### src/hdl/rfs_pkg.sv
package rfs_pkg;
    // Timebase rate in kHz.
    localparam int unsigned CLK_KHZ = 200000;
    // Sample interval of the overcurrent comparator, in ns.
    localparam int unsigned OC_SAMPLE_NS = 15000;
    // Hard short response limit, in ns.
    localparam int unsigned SHORT_MAX_NS = 2000;
    // Undervoltage and overvoltage qualification time, in us.
    localparam int unsigned QUAL_US = 1000;
    // Delay from enable to start of the start-up ramp, in us.
    localparam int unsigned START_DELAY_US = 100;
    // Cycle counts derived from the times above.
    localparam int unsigned OC_SAMPLE_CYC = OC_SAMPLE_NS * (CLK_KHZ / 1000) / 1000;
    localparam int unsigned QUAL_CYC = QUAL_US * (CLK_KHZ / 1000) + 1;
    localparam int unsigned START_DELAY_CYC = START_DELAY_US * (CLK_KHZ / 1000);
    // Overcurrent counter trip count.
    localparam int unsigned OC_TRIP_COUNT = 8;
    localparam int unsigned OC_CNT_W = 4;
    localparam int unsigned TMR_W = 24;
    // Ramp source selection.
    typedef enum logic [1:0] {
        RFS_SRC_NONE,
        RFS_SRC_STARTUP,
        RFS_SRC_SLEW
    } rfs_src_t;
    // Sequencing states.
    typedef enum logic [1:0] {
        RFS_ST_OFF,
        RFS_ST_DELAY,
        RFS_ST_RAMP,
        RFS_ST_RUN
    } rfs_state_t;
endpackage : rfs_pkg

### src/hdl/rfs_supervisor.sv
// What this block does
// - Every 15 us sample overcurrent comparator; count up when over threshold.
// - At each sample below threshold, count the overcurrent counter down.
// - Latch the overcurrent fault when the counter reaches eight.
// - Hard short above 2.5x threshold latches overcurrent fault within 2 us.
// - Output 300 mV below ramp for over 1 ms latches undervoltage fault.
// - Output 195 mV above ramp for over 1 ms latches overvoltage fault.
// - Voltage qualification compares with the live ramp reference, not the code.
// - Latched overcurrent, overvoltage or undervoltage fault, without severe overvoltage, forces power good and both gates low.
// - Those faults clear only on enable drop or power-on reset.
// - Output above 1.545 V immediately latches severe overvoltage, high gate low.
// - Severe overvoltage drives low gate high above 1.545 V, low below 0.77 V.
// - Severe overvoltage clears only at power-on reset, not on enable drop.
// - Severe overvoltage detection stays active after other faults have latched.
// - Neither gate rises until the opposite gate is sensed below about 1 V.
// - During the start-up ramp select only the start-up sourcing current.
// - After start-up select the slew source, charging the ramp for rises.
// - The slew source sinks from the ramp node when the code falls.
// - Wait about 100 us after enable before starting the start-up ramp.
`timescale 1ns/1ps
`default_nettype none
module rfs_supervisor #(
    parameter int unsigned QUAL_CYCLES = rfs_pkg::QUAL_CYC,
    parameter int unsigned START_CYCLES = rfs_pkg::START_DELAY_CYC,
    parameter int unsigned SAMPLE_CYCLES = rfs_pkg::OC_SAMPLE_CYC
) (
    input wire logic clk_i,
    input wire logic rst_i,
    input wire logic regulator_enable_input_i,
    input wire logic oc_over_i,
    input wire logic hard_short_i,
    input wire logic uv_below_ramp_i,
    input wire logic ov_above_ramp_i,
    input wire logic severe_ov_high_i,
    input wire logic output_sense_low_i,
    input wire logic high_side_sensed_low_i,
    input wire logic low_side_sensed_low_i,
    input wire logic pwm_high_i,
    input wire logic ramp_settled_i,
    input wire logic code_rise_i,
    input wire logic code_fall_i,
    output logic high_side_gate_o,
    output logic low_side_gate_o,
    output logic power_good_output_o,
    output logic overcurrent_fault_o,
    output logic overvoltage_fault_o,
    output logic undervoltage_fault_o,
    output logic severe_ov_fault_o,
    output rfs_pkg::rfs_src_t ramp_source_o,
    output logic ramp_charge_o,
    output logic ramp_discharge_o
);
    import rfs_pkg::*;

    ////////////////////////////////////////////////////////////////////////////
    // Input synchronisers.
    localparam int unsigned NSYNC = 13;
    logic [NSYNC-1:0] sync1;
    logic [NSYNC-1:0] sync2;
    logic [NSYNC-1:0] raw_in;
    assign raw_in = {regulator_enable_input_i, oc_over_i, hard_short_i, uv_below_ramp_i,
                     ov_above_ramp_i, severe_ov_high_i, output_sense_low_i,
                     high_side_sensed_low_i, low_side_sensed_low_i, pwm_high_i,
                     ramp_settled_i, code_rise_i, code_fall_i};
    always_ff @(posedge clk_i or posedge rst_i) begin
        if (rst_i) begin
            sync1 <= '0;
            sync2 <= '0;
        end else begin
            sync1 <= raw_in;
            sync2 <= sync1;
        end
    end
    logic en_s, oc_s, short_s, uv_s, ov_s, sov_hi_s, sov_lo_s;
    logic hs_low_s, ls_low_s, pwm_s, settled_s, rise_s, fall_s;
    assign {en_s, oc_s, short_s, uv_s, ov_s, sov_hi_s, sov_lo_s, hs_low_s, ls_low_s,
            pwm_s, settled_s, rise_s, fall_s} = sync2;

    ////////////////////////////////////////////////////////////////////////////
    // Enable sequencing: start delay, start-up ramp and run.
    rfs_state_t state, next_state;
    logic [TMR_W-1:0] start_tmr, next_start_tmr;

    always_comb begin
        next_state = state;
        next_start_tmr = start_tmr;
        if (!en_s) begin
            next_state = RFS_ST_OFF;
            next_start_tmr = '0;
        end else begin
            unique case (state)
                RFS_ST_OFF: begin
                    next_state = RFS_ST_DELAY;
                    next_start_tmr = '0;
                end
                RFS_ST_DELAY: begin
                    if (start_tmr == TMR_W'(START_CYCLES - 1)) begin
                        next_state = RFS_ST_RAMP;
                    end else begin
                        next_start_tmr = start_tmr + 1'b1;
                    end
                end
                RFS_ST_RAMP: begin
                    if (settled_s) begin
                        next_state = RFS_ST_RUN;
                    end
                end
                RFS_ST_RUN: begin
                    next_state = RFS_ST_RUN;
                end
            endcase
        end
    end

    always_ff @(posedge clk_i or posedge rst_i) begin
        if (rst_i) begin
            state <= RFS_ST_OFF;
            start_tmr <= '0;
        end else begin
            state <= next_state;
            start_tmr <= next_start_tmr;
        end
    end

    ////////////////////////////////////////////////////////////////////////////
    // Sampled overcurrent counter and hard short latch.
    logic [TMR_W-1:0] sample_tmr, next_sample_tmr;
    logic [OC_CNT_W-1:0] oc_cnt, next_oc_cnt;
    logic oc_f, next_oc_f;
    logic sample_tick;

    always_comb begin
        next_sample_tmr = sample_tmr;
        next_oc_cnt = oc_cnt;
        next_oc_f = oc_f;
        sample_tick = (sample_tmr == TMR_W'(SAMPLE_CYCLES - 1));
        if (!en_s) begin
            next_oc_f = 1'b0;
            next_oc_cnt = '0;
            next_sample_tmr = '0;
        end else begin
            next_sample_tmr = sample_tick ? '0 : sample_tmr + 1'b1;
            if (sample_tick && !oc_f) begin
                if (oc_s) begin
                    next_oc_cnt = oc_cnt + 1'b1;
                    if (oc_cnt == OC_CNT_W'(OC_TRIP_COUNT - 1)) begin
                        next_oc_f = 1'b1;
                    end
                end else if (oc_cnt != '0) begin
                    next_oc_cnt = oc_cnt - 1'b1;
                end
            end
            if (short_s) begin
                next_oc_f = 1'b1;
            end
        end
    end

    always_ff @(posedge clk_i or posedge rst_i) begin
        if (rst_i) begin
            sample_tmr <= '0;
            oc_cnt <= '0;
            oc_f <= 1'b0;
        end else begin
            sample_tmr <= next_sample_tmr;
            oc_cnt <= next_oc_cnt;
            oc_f <= next_oc_f;
        end
    end

    ////////////////////////////////////////////////////////////////////////////
    // Undervoltage and overvoltage qualification against the live ramp.
    logic [TMR_W-1:0] uv_tmr, next_uv_tmr;
    logic [TMR_W-1:0] ov_tmr, next_ov_tmr;
    logic uv_f, next_uv_f, ov_f, next_ov_f;

    always_comb begin
        next_uv_tmr = uv_tmr;
        next_ov_tmr = ov_tmr;
        next_uv_f = uv_f;
        next_ov_f = ov_f;
        if (!en_s) begin
            next_ov_f = 1'b0;
            next_uv_f = 1'b0;
            next_uv_tmr = '0;
            next_ov_tmr = '0;
        end else begin
            if (uv_s && state != RFS_ST_DELAY) begin
                next_uv_tmr = uv_tmr + 1'b1;
                if (uv_tmr == TMR_W'(QUAL_CYCLES - 1)) begin
                    next_uv_f = 1'b1;
                    next_uv_tmr = uv_tmr;
                end
            end else begin
                next_uv_tmr = '0;
            end
            if (ov_s && state != RFS_ST_DELAY) begin
                next_ov_tmr = ov_tmr + 1'b1;
                if (ov_tmr == TMR_W'(QUAL_CYCLES - 1)) begin
                    next_ov_f = 1'b1;
                    next_ov_tmr = ov_tmr;
                end
            end else begin
                next_ov_tmr = '0;
            end
        end
    end

    always_ff @(posedge clk_i or posedge rst_i) begin
        if (rst_i) begin
            uv_tmr <= '0;
            ov_tmr <= '0;
            uv_f <= 1'b0;
            ov_f <= 1'b0;
        end else begin
            uv_tmr <= next_uv_tmr;
            ov_tmr <= next_ov_tmr;
            uv_f <= next_uv_f;
            ov_f <= next_ov_f;
        end
    end

    ////////////////////////////////////////////////////////////////////////////
    // Severe overvoltage latch and low gate hysteresis, cleared by reset only.
    logic sov_f, next_sov_f;
    logic ls_sov, next_ls_sov;

    always_comb begin
        next_sov_f = sov_f;
        next_ls_sov = ls_sov;
        if (sov_hi_s) begin
            next_sov_f = 1'b1;
            next_ls_sov = 1'b1;
        end else if (sov_lo_s) begin
            next_ls_sov = 1'b0;
        end
    end

    always_ff @(posedge clk_i or posedge rst_i) begin
        if (rst_i) begin
            sov_f <= 1'b0;
            ls_sov <= 1'b0;
        end else begin
            sov_f <= next_sov_f;
            ls_sov <= next_ls_sov;
        end
    end

    ////////////////////////////////////////////////////////////////////////////
    // Gate, power-good and ramp source outputs.
    logic fault_any;
    logic next_hs, next_ls, next_pg, next_chg, next_dis;
    rfs_src_t next_src;

    always_comb begin
        fault_any = oc_f || ov_f || uv_f;
        next_hs = 1'b0;
        next_ls = 1'b0;
        next_pg = 1'b0;
        next_chg = 1'b0;
        next_dis = 1'b0;
        next_src = RFS_SRC_NONE;
        if (sov_f) begin
            next_ls = ls_sov && hs_low_s && !high_side_gate_o;
        end else if (fault_any) begin
            next_ls = 1'b0;
        end else if (state == RFS_ST_RAMP || state == RFS_ST_RUN) begin
            next_hs = pwm_s && ls_low_s && !low_side_gate_o;
            next_ls = !pwm_s && hs_low_s && !high_side_gate_o;
            next_pg = (state == RFS_ST_RUN);
        end
        if (state == RFS_ST_RAMP) begin
            next_src = RFS_SRC_STARTUP;
            next_chg = 1'b1;
        end else if (state == RFS_ST_RUN) begin
            next_src = RFS_SRC_SLEW;
            next_chg = rise_s;
            next_dis = fall_s && !rise_s;
        end
    end

    always_ff @(posedge clk_i or posedge rst_i) begin
        if (rst_i) begin
            high_side_gate_o <= 1'b0;
            low_side_gate_o <= 1'b0;
            power_good_output_o <= 1'b0;
            overcurrent_fault_o <= 1'b0;
            overvoltage_fault_o <= 1'b0;
            undervoltage_fault_o <= 1'b0;
            severe_ov_fault_o <= 1'b0;
            ramp_source_o <= RFS_SRC_NONE;
            ramp_charge_o <= 1'b0;
            ramp_discharge_o <= 1'b0;
        end else begin
            high_side_gate_o <= next_hs;
            low_side_gate_o <= next_ls;
            power_good_output_o <= next_pg;
            overcurrent_fault_o <= oc_f;
            overvoltage_fault_o <= ov_f;
            undervoltage_fault_o <= uv_f;
            severe_ov_fault_o <= sov_f;
            ramp_source_o <= next_src;
            ramp_charge_o <= next_chg;
            ramp_discharge_o <= next_dis;
        end
    end
endmodule : rfs_supervisor
`default_nettype wire

### config.mk
export PLATFORM = sky130hd
export DESIGN_NAME = rfs_supervisor
export DESIGN_NICKNAME = d
export VERILOG_FILES = /design/src/hdl/rfs_pkg.sv /design/src/hdl/rfs_supervisor.sv
export SDC_FILE = /design/constraint.sdc
export NUM_CORES = 1
export LEC_CHECK = 0
export BUFFER_PORTS_ARGS = -buffer_cell sky130_fd_sc_hd__buf_4
export CAP_MARGIN = 20
export CORE_ASPECT_RATIO = 1.75
export CORE_UTILIZATION = 56
export CTS_BUF_LIST = sky130_fd_sc_hd__clkbuf_4 sky130_fd_sc_hd__clkbuf_8 sky130_fd_sc_hd__clkbuf_16
export CTS_CLUSTER_SIZE = 12
export DETAILED_ROUTE_END_ITERATION = 8
export GPL_TIMING_DRIVEN = 0
export PLACE_DENSITY = 0.86
export SYNTH_ARGS = -nofsm -noshare
export SYNTH_HDL_FRONTEND = slang
export SYNTH_SLANG_ARGS = --single-unit
### constraint.sdc
create_clock -name clk_i -period 4 [get_ports clk_i]
set_input_delay 0.4 -clock clk_i [delete_from_list [all_inputs] [get_ports clk_i]]
set_output_delay 0.4 -clock clk_i [all_outputs]
set_load 0.03 [all_outputs]
==> impl_results.md <==
* Worst Reg2Reg Path Length in Cells at 6
* Post-DRT Antenna Nets at 0
* Cts hold-fix bufs at 0
* HP Class: in -> async
* Wirelength, routed at 14.3 mm
* Netlist Area Pre-Place at 0.00661 mm²
* Critical path required time at between 4 and 5 ns
* Power per cell area at 443 mW/mm²
* Combinational fraction of design power at 0.030
* Peak supply drop at 357 µV
* Worst Setup Start Kind: flip-flop
* Worst r2r dst: uv_tmr[18]
* CP max FO at 6
* Pint at 0.00274 W
* Failing checks: DRC
* Setup TNS Final at 0 ns
* Critical path, cell by cell: ha_1 -> nand4_1 -> nor4_2 -> nand4_1 -> xor2_1 -> nor2_1
* Number of global-route vias before repair at between 5000 and 6000
* Post-synth EDFFs at 0
* Syn avg cell area at a little over 10 µm²
* Drt initial violations at 368
* Max Cap Viol at 0
* Worst-path clk slew at around 0.060 ns
* Sink Count at approximately 140
* Seq/Total Area, Yosys at 0.546
* Net Sw Power at 0.000685 W
* Multi-input logic area at 0.00281 mm²
* Critical Path AT at 2.47 ns
* Gpl congestion at 0.856
* Final setup fails at 0
* Distinct cells, synth at 60
* Cell area after layout at 0.00774 mm²
* Asr flop ratio synth at 1.00
* Ports at 26
* Crit path capture type: flip-flop
* Fill cell count at 754
* Sequential cell area at 0.00360 mm²
* First-pass GRT wire length at approximately 25 mm
* Utilization after layout at 0.672
* Period utilisation layout at 0.544
* Worst path most repeated cell: nand4_1
* Clk pwr share at 0.534
* Share of cells above drive strength 1 at 0.132
* DRT Pass-1 Iters at 7
* P&R area growth vs syn at 17.2%
* Syn Nets at between 600 and 700
* Critical Path Sink: uv_tmr[18]
* Sw frac at 0.200
* Leak at 3.28 nW
* CTS root buffer: clkbuf_16
* Commonest non-fill, non-tap cell in the layout: dfrtp_1
* Initial antenna violation count at 0
* CTS tree: built
* Max-slew violation count at 0
* WL/cell at around 17 µm
* Worst r2r src: uv_tmr[0]
* Worst Clk Skew at 0.00721 ns
* Placed cell areas at 0.00705 mm²
* Max-slew headroom at 0.512
* Actual slew at the worst max-slew pin at 0.725 ns
* Htree depth at 4
* Die Wd at 84.1 µm
* Ys Warns at 0
* # diodes at 0
* Crit path kind: reg -> reg
* Syn Inst Count at roughly 640
* Sequential share of power at 0.435
* GRT Total Usage at 0.257
* Reg2reg setup slack at between 1.5 and 2 ns
* Final min period at 2.18 ns
* Slowest cell on crit path: nor4_2
* Post-synth top area share at 0.546
* Nets@finish at just over 700
* Overall Power at 0.00343 W
* RSZ-0062 raised after global routing: false
* Ys flop type: dfrtp_1
* Drt drc at 6
* Die area at 0.0123 mm²
* Remaining Overflow, GRT at 0
* Starting Density at 0.574
* CP max stage delay at 0.64 ns
* Final hold violation count at 0
* Largest net degree at the start of global routing at 34
* Die height at 146 µm
* Core Box Area at 0.0115 mm²
* HPWL Detailed at 9.35 mm
* Via density at about 6.2
* Maximum clock rate at 459 MHz
* Post-cts resize count at 0
* Total number of vias at 5174
* Commonest non-fill, non-tap cells in the layout: dfrtp_1 (144), nor2_1 (85), nand2_1 (45), xnor2_1 (40), nand3_1 (39)
* FF+latch count, synth at approximately 140
* Total CTS buffers at 17
* Num rows at 52
* Setup bufs post-CTS at 0
* Post-synth top area cell: dfrtp_1
* Clock Latency Late Sink at 0.42 ns
* Status: finished with violations
* Main area contributors after synthesis: dfrtp_1 (55%), xnor2_1 (5.3%), nor2_1 (4.8%)
* CP Launch Point: uv_tmr[0]
* Port Buffers at 25
* Clock Tree Buf Depth at 2
[per-layer routing]
metal / vias to the layer above / track usage / wire, µm
li1: 2357 / - / -
met1: 2563 / 0.297 / 5550
met2: 197 / 0.442 / 7540
met3: 57 / 0.0635 / 716
met4: 0 / 0.127 / 512
met5: - / 0 / 0
[stage by stage]
step | instances | setup slack, ns | hold slack, ns
finish | 839 | 1.82 | 0.0531
global placement | 804 | 1.04 | 0.332
CTS | 839 | 1.86 | 0.0746
detailed placement | 808 | 1.91 | 0.335
global route | 839 | 1.66 | 0.0719
floorplan | 644 | 1.79 | 0.331
[worst min-delay path by stage]
| stage | from | end | cells after the start |
|---|---|---|---|
| after global routing | output_sense_low_i | sync1[6] | 1 |
| after global placement | sync1[7] | sync2[7] | 0 |
| after CTS | rst_i | sample_tmr[9] | 2 |
| final | rst_i | sample_tmr[12] | 2 |
| after floorplan | sync1[0] | sync2[0] | 0 |
| after detailed placement | sync1[1] | sync2[1] | 0 |
[cell usage after synthesis, types with 2 or more instances]
cell,number
nor4_1,10
nand4b_1,2
a21boi_0,2
nand3_1,39
nand2b_1,3
nor4b_1,3
mux2i_1,2
and3_1,11
nand2_1,45
clkbuf_1,7
o21ai_1,2
xnor2_1,40
and4_1,5
nand4_1,24
inv_1,26
xor2_1,25
and2_1,9
a31oi_1,12
nor3_4,2
or3_1,9
a41oi_1,2
inv_2,2
a21oi_1,14
nor3b_1,3
a21o_1,4
nand3b_1,2
buf_2,8
a211oi_1,2
o31a_1,2
and4_2,2
nor2_1,85
o31ai_1,6
or4_1,4
nor3_1,22
o21ai_0,29
dfrtp_1,144
nor4_2,5
ha_1,8
[flip-flops by register name, summed over array words and instances (netlist names)]
register,count
high_side_gate_o,1
low_side_gate_o,1
ls_sov,1
oc_cnt,4
oc_f,1
ov_f,1
ov_tmr,24
overcurrent_fault_o,1
overvoltage_fault_o,1
power_good_output_o,1
ramp_charge_o,1
ramp_discharge_o,1
ramp_source_o,2
sample_tmr,24
severe_ov_fault_o,1
sov_f,1
start_tmr,24
state,2
sync1,13
sync2,13
undervoltage_fault_o,1
uv_f,1
uv_tmr,24
[worst max-delay path, delay by kind of cell (launching register included)]
kind                     cells  cell delay (ns)
AND/OR/NAND/NOR              4             1.12
flip-flops                   1             0.44
XOR/XNOR                     1             0.25
adder cells (fa/ha/maj)      1             0.24
[layout make-up]
cell class              count  area share
repair buffers             29      0.0356
well taps                 135      0.0218
clock buffers              21      0.0621
plain buffers              18      0.0116
clock inverters            10      0.0265
multi-input cells         454       0.363
inverters                  28      0.0141
flip-flops and latches    144       0.466
[power by group through the flow]
stage | registers [W] | logic [W] | clock network [W]
6_report | 0.00149 | 0.000104 | 0.00183
5_1_grt | 0.00149 | 0.000117 | 0.00192
4_1_cts | 0.00149 | 0.000106 | 0.00184
3_5_place_dp | 0.00152 | 0.000105 | 0
3_3_place_gp | 0.00152 | 0.0000899 | 0
2_1_floorplan | 0.00152 | 0.0000589 | 0
[logic make-up after synthesis]
| family | count (synthesis) | share of synthesized area |
|---|---|---|
| adder cells (fa/ha/maj) | 9 | 0.0182 |
| AO/OA/AOI/OAI | 81 | 0.0758 |
| buffers and inverters | 46 | 0.0296 |
| XOR/XNOR | 65 | 0.0862 |
| flip-flops | 144 | 0.546 |
| AND/OR/NAND/NOR | 297 | 0.242 |
| multiplexers | 2 | 0.00303 |
No activity file was read; power rests on OpenSTA's default activity.
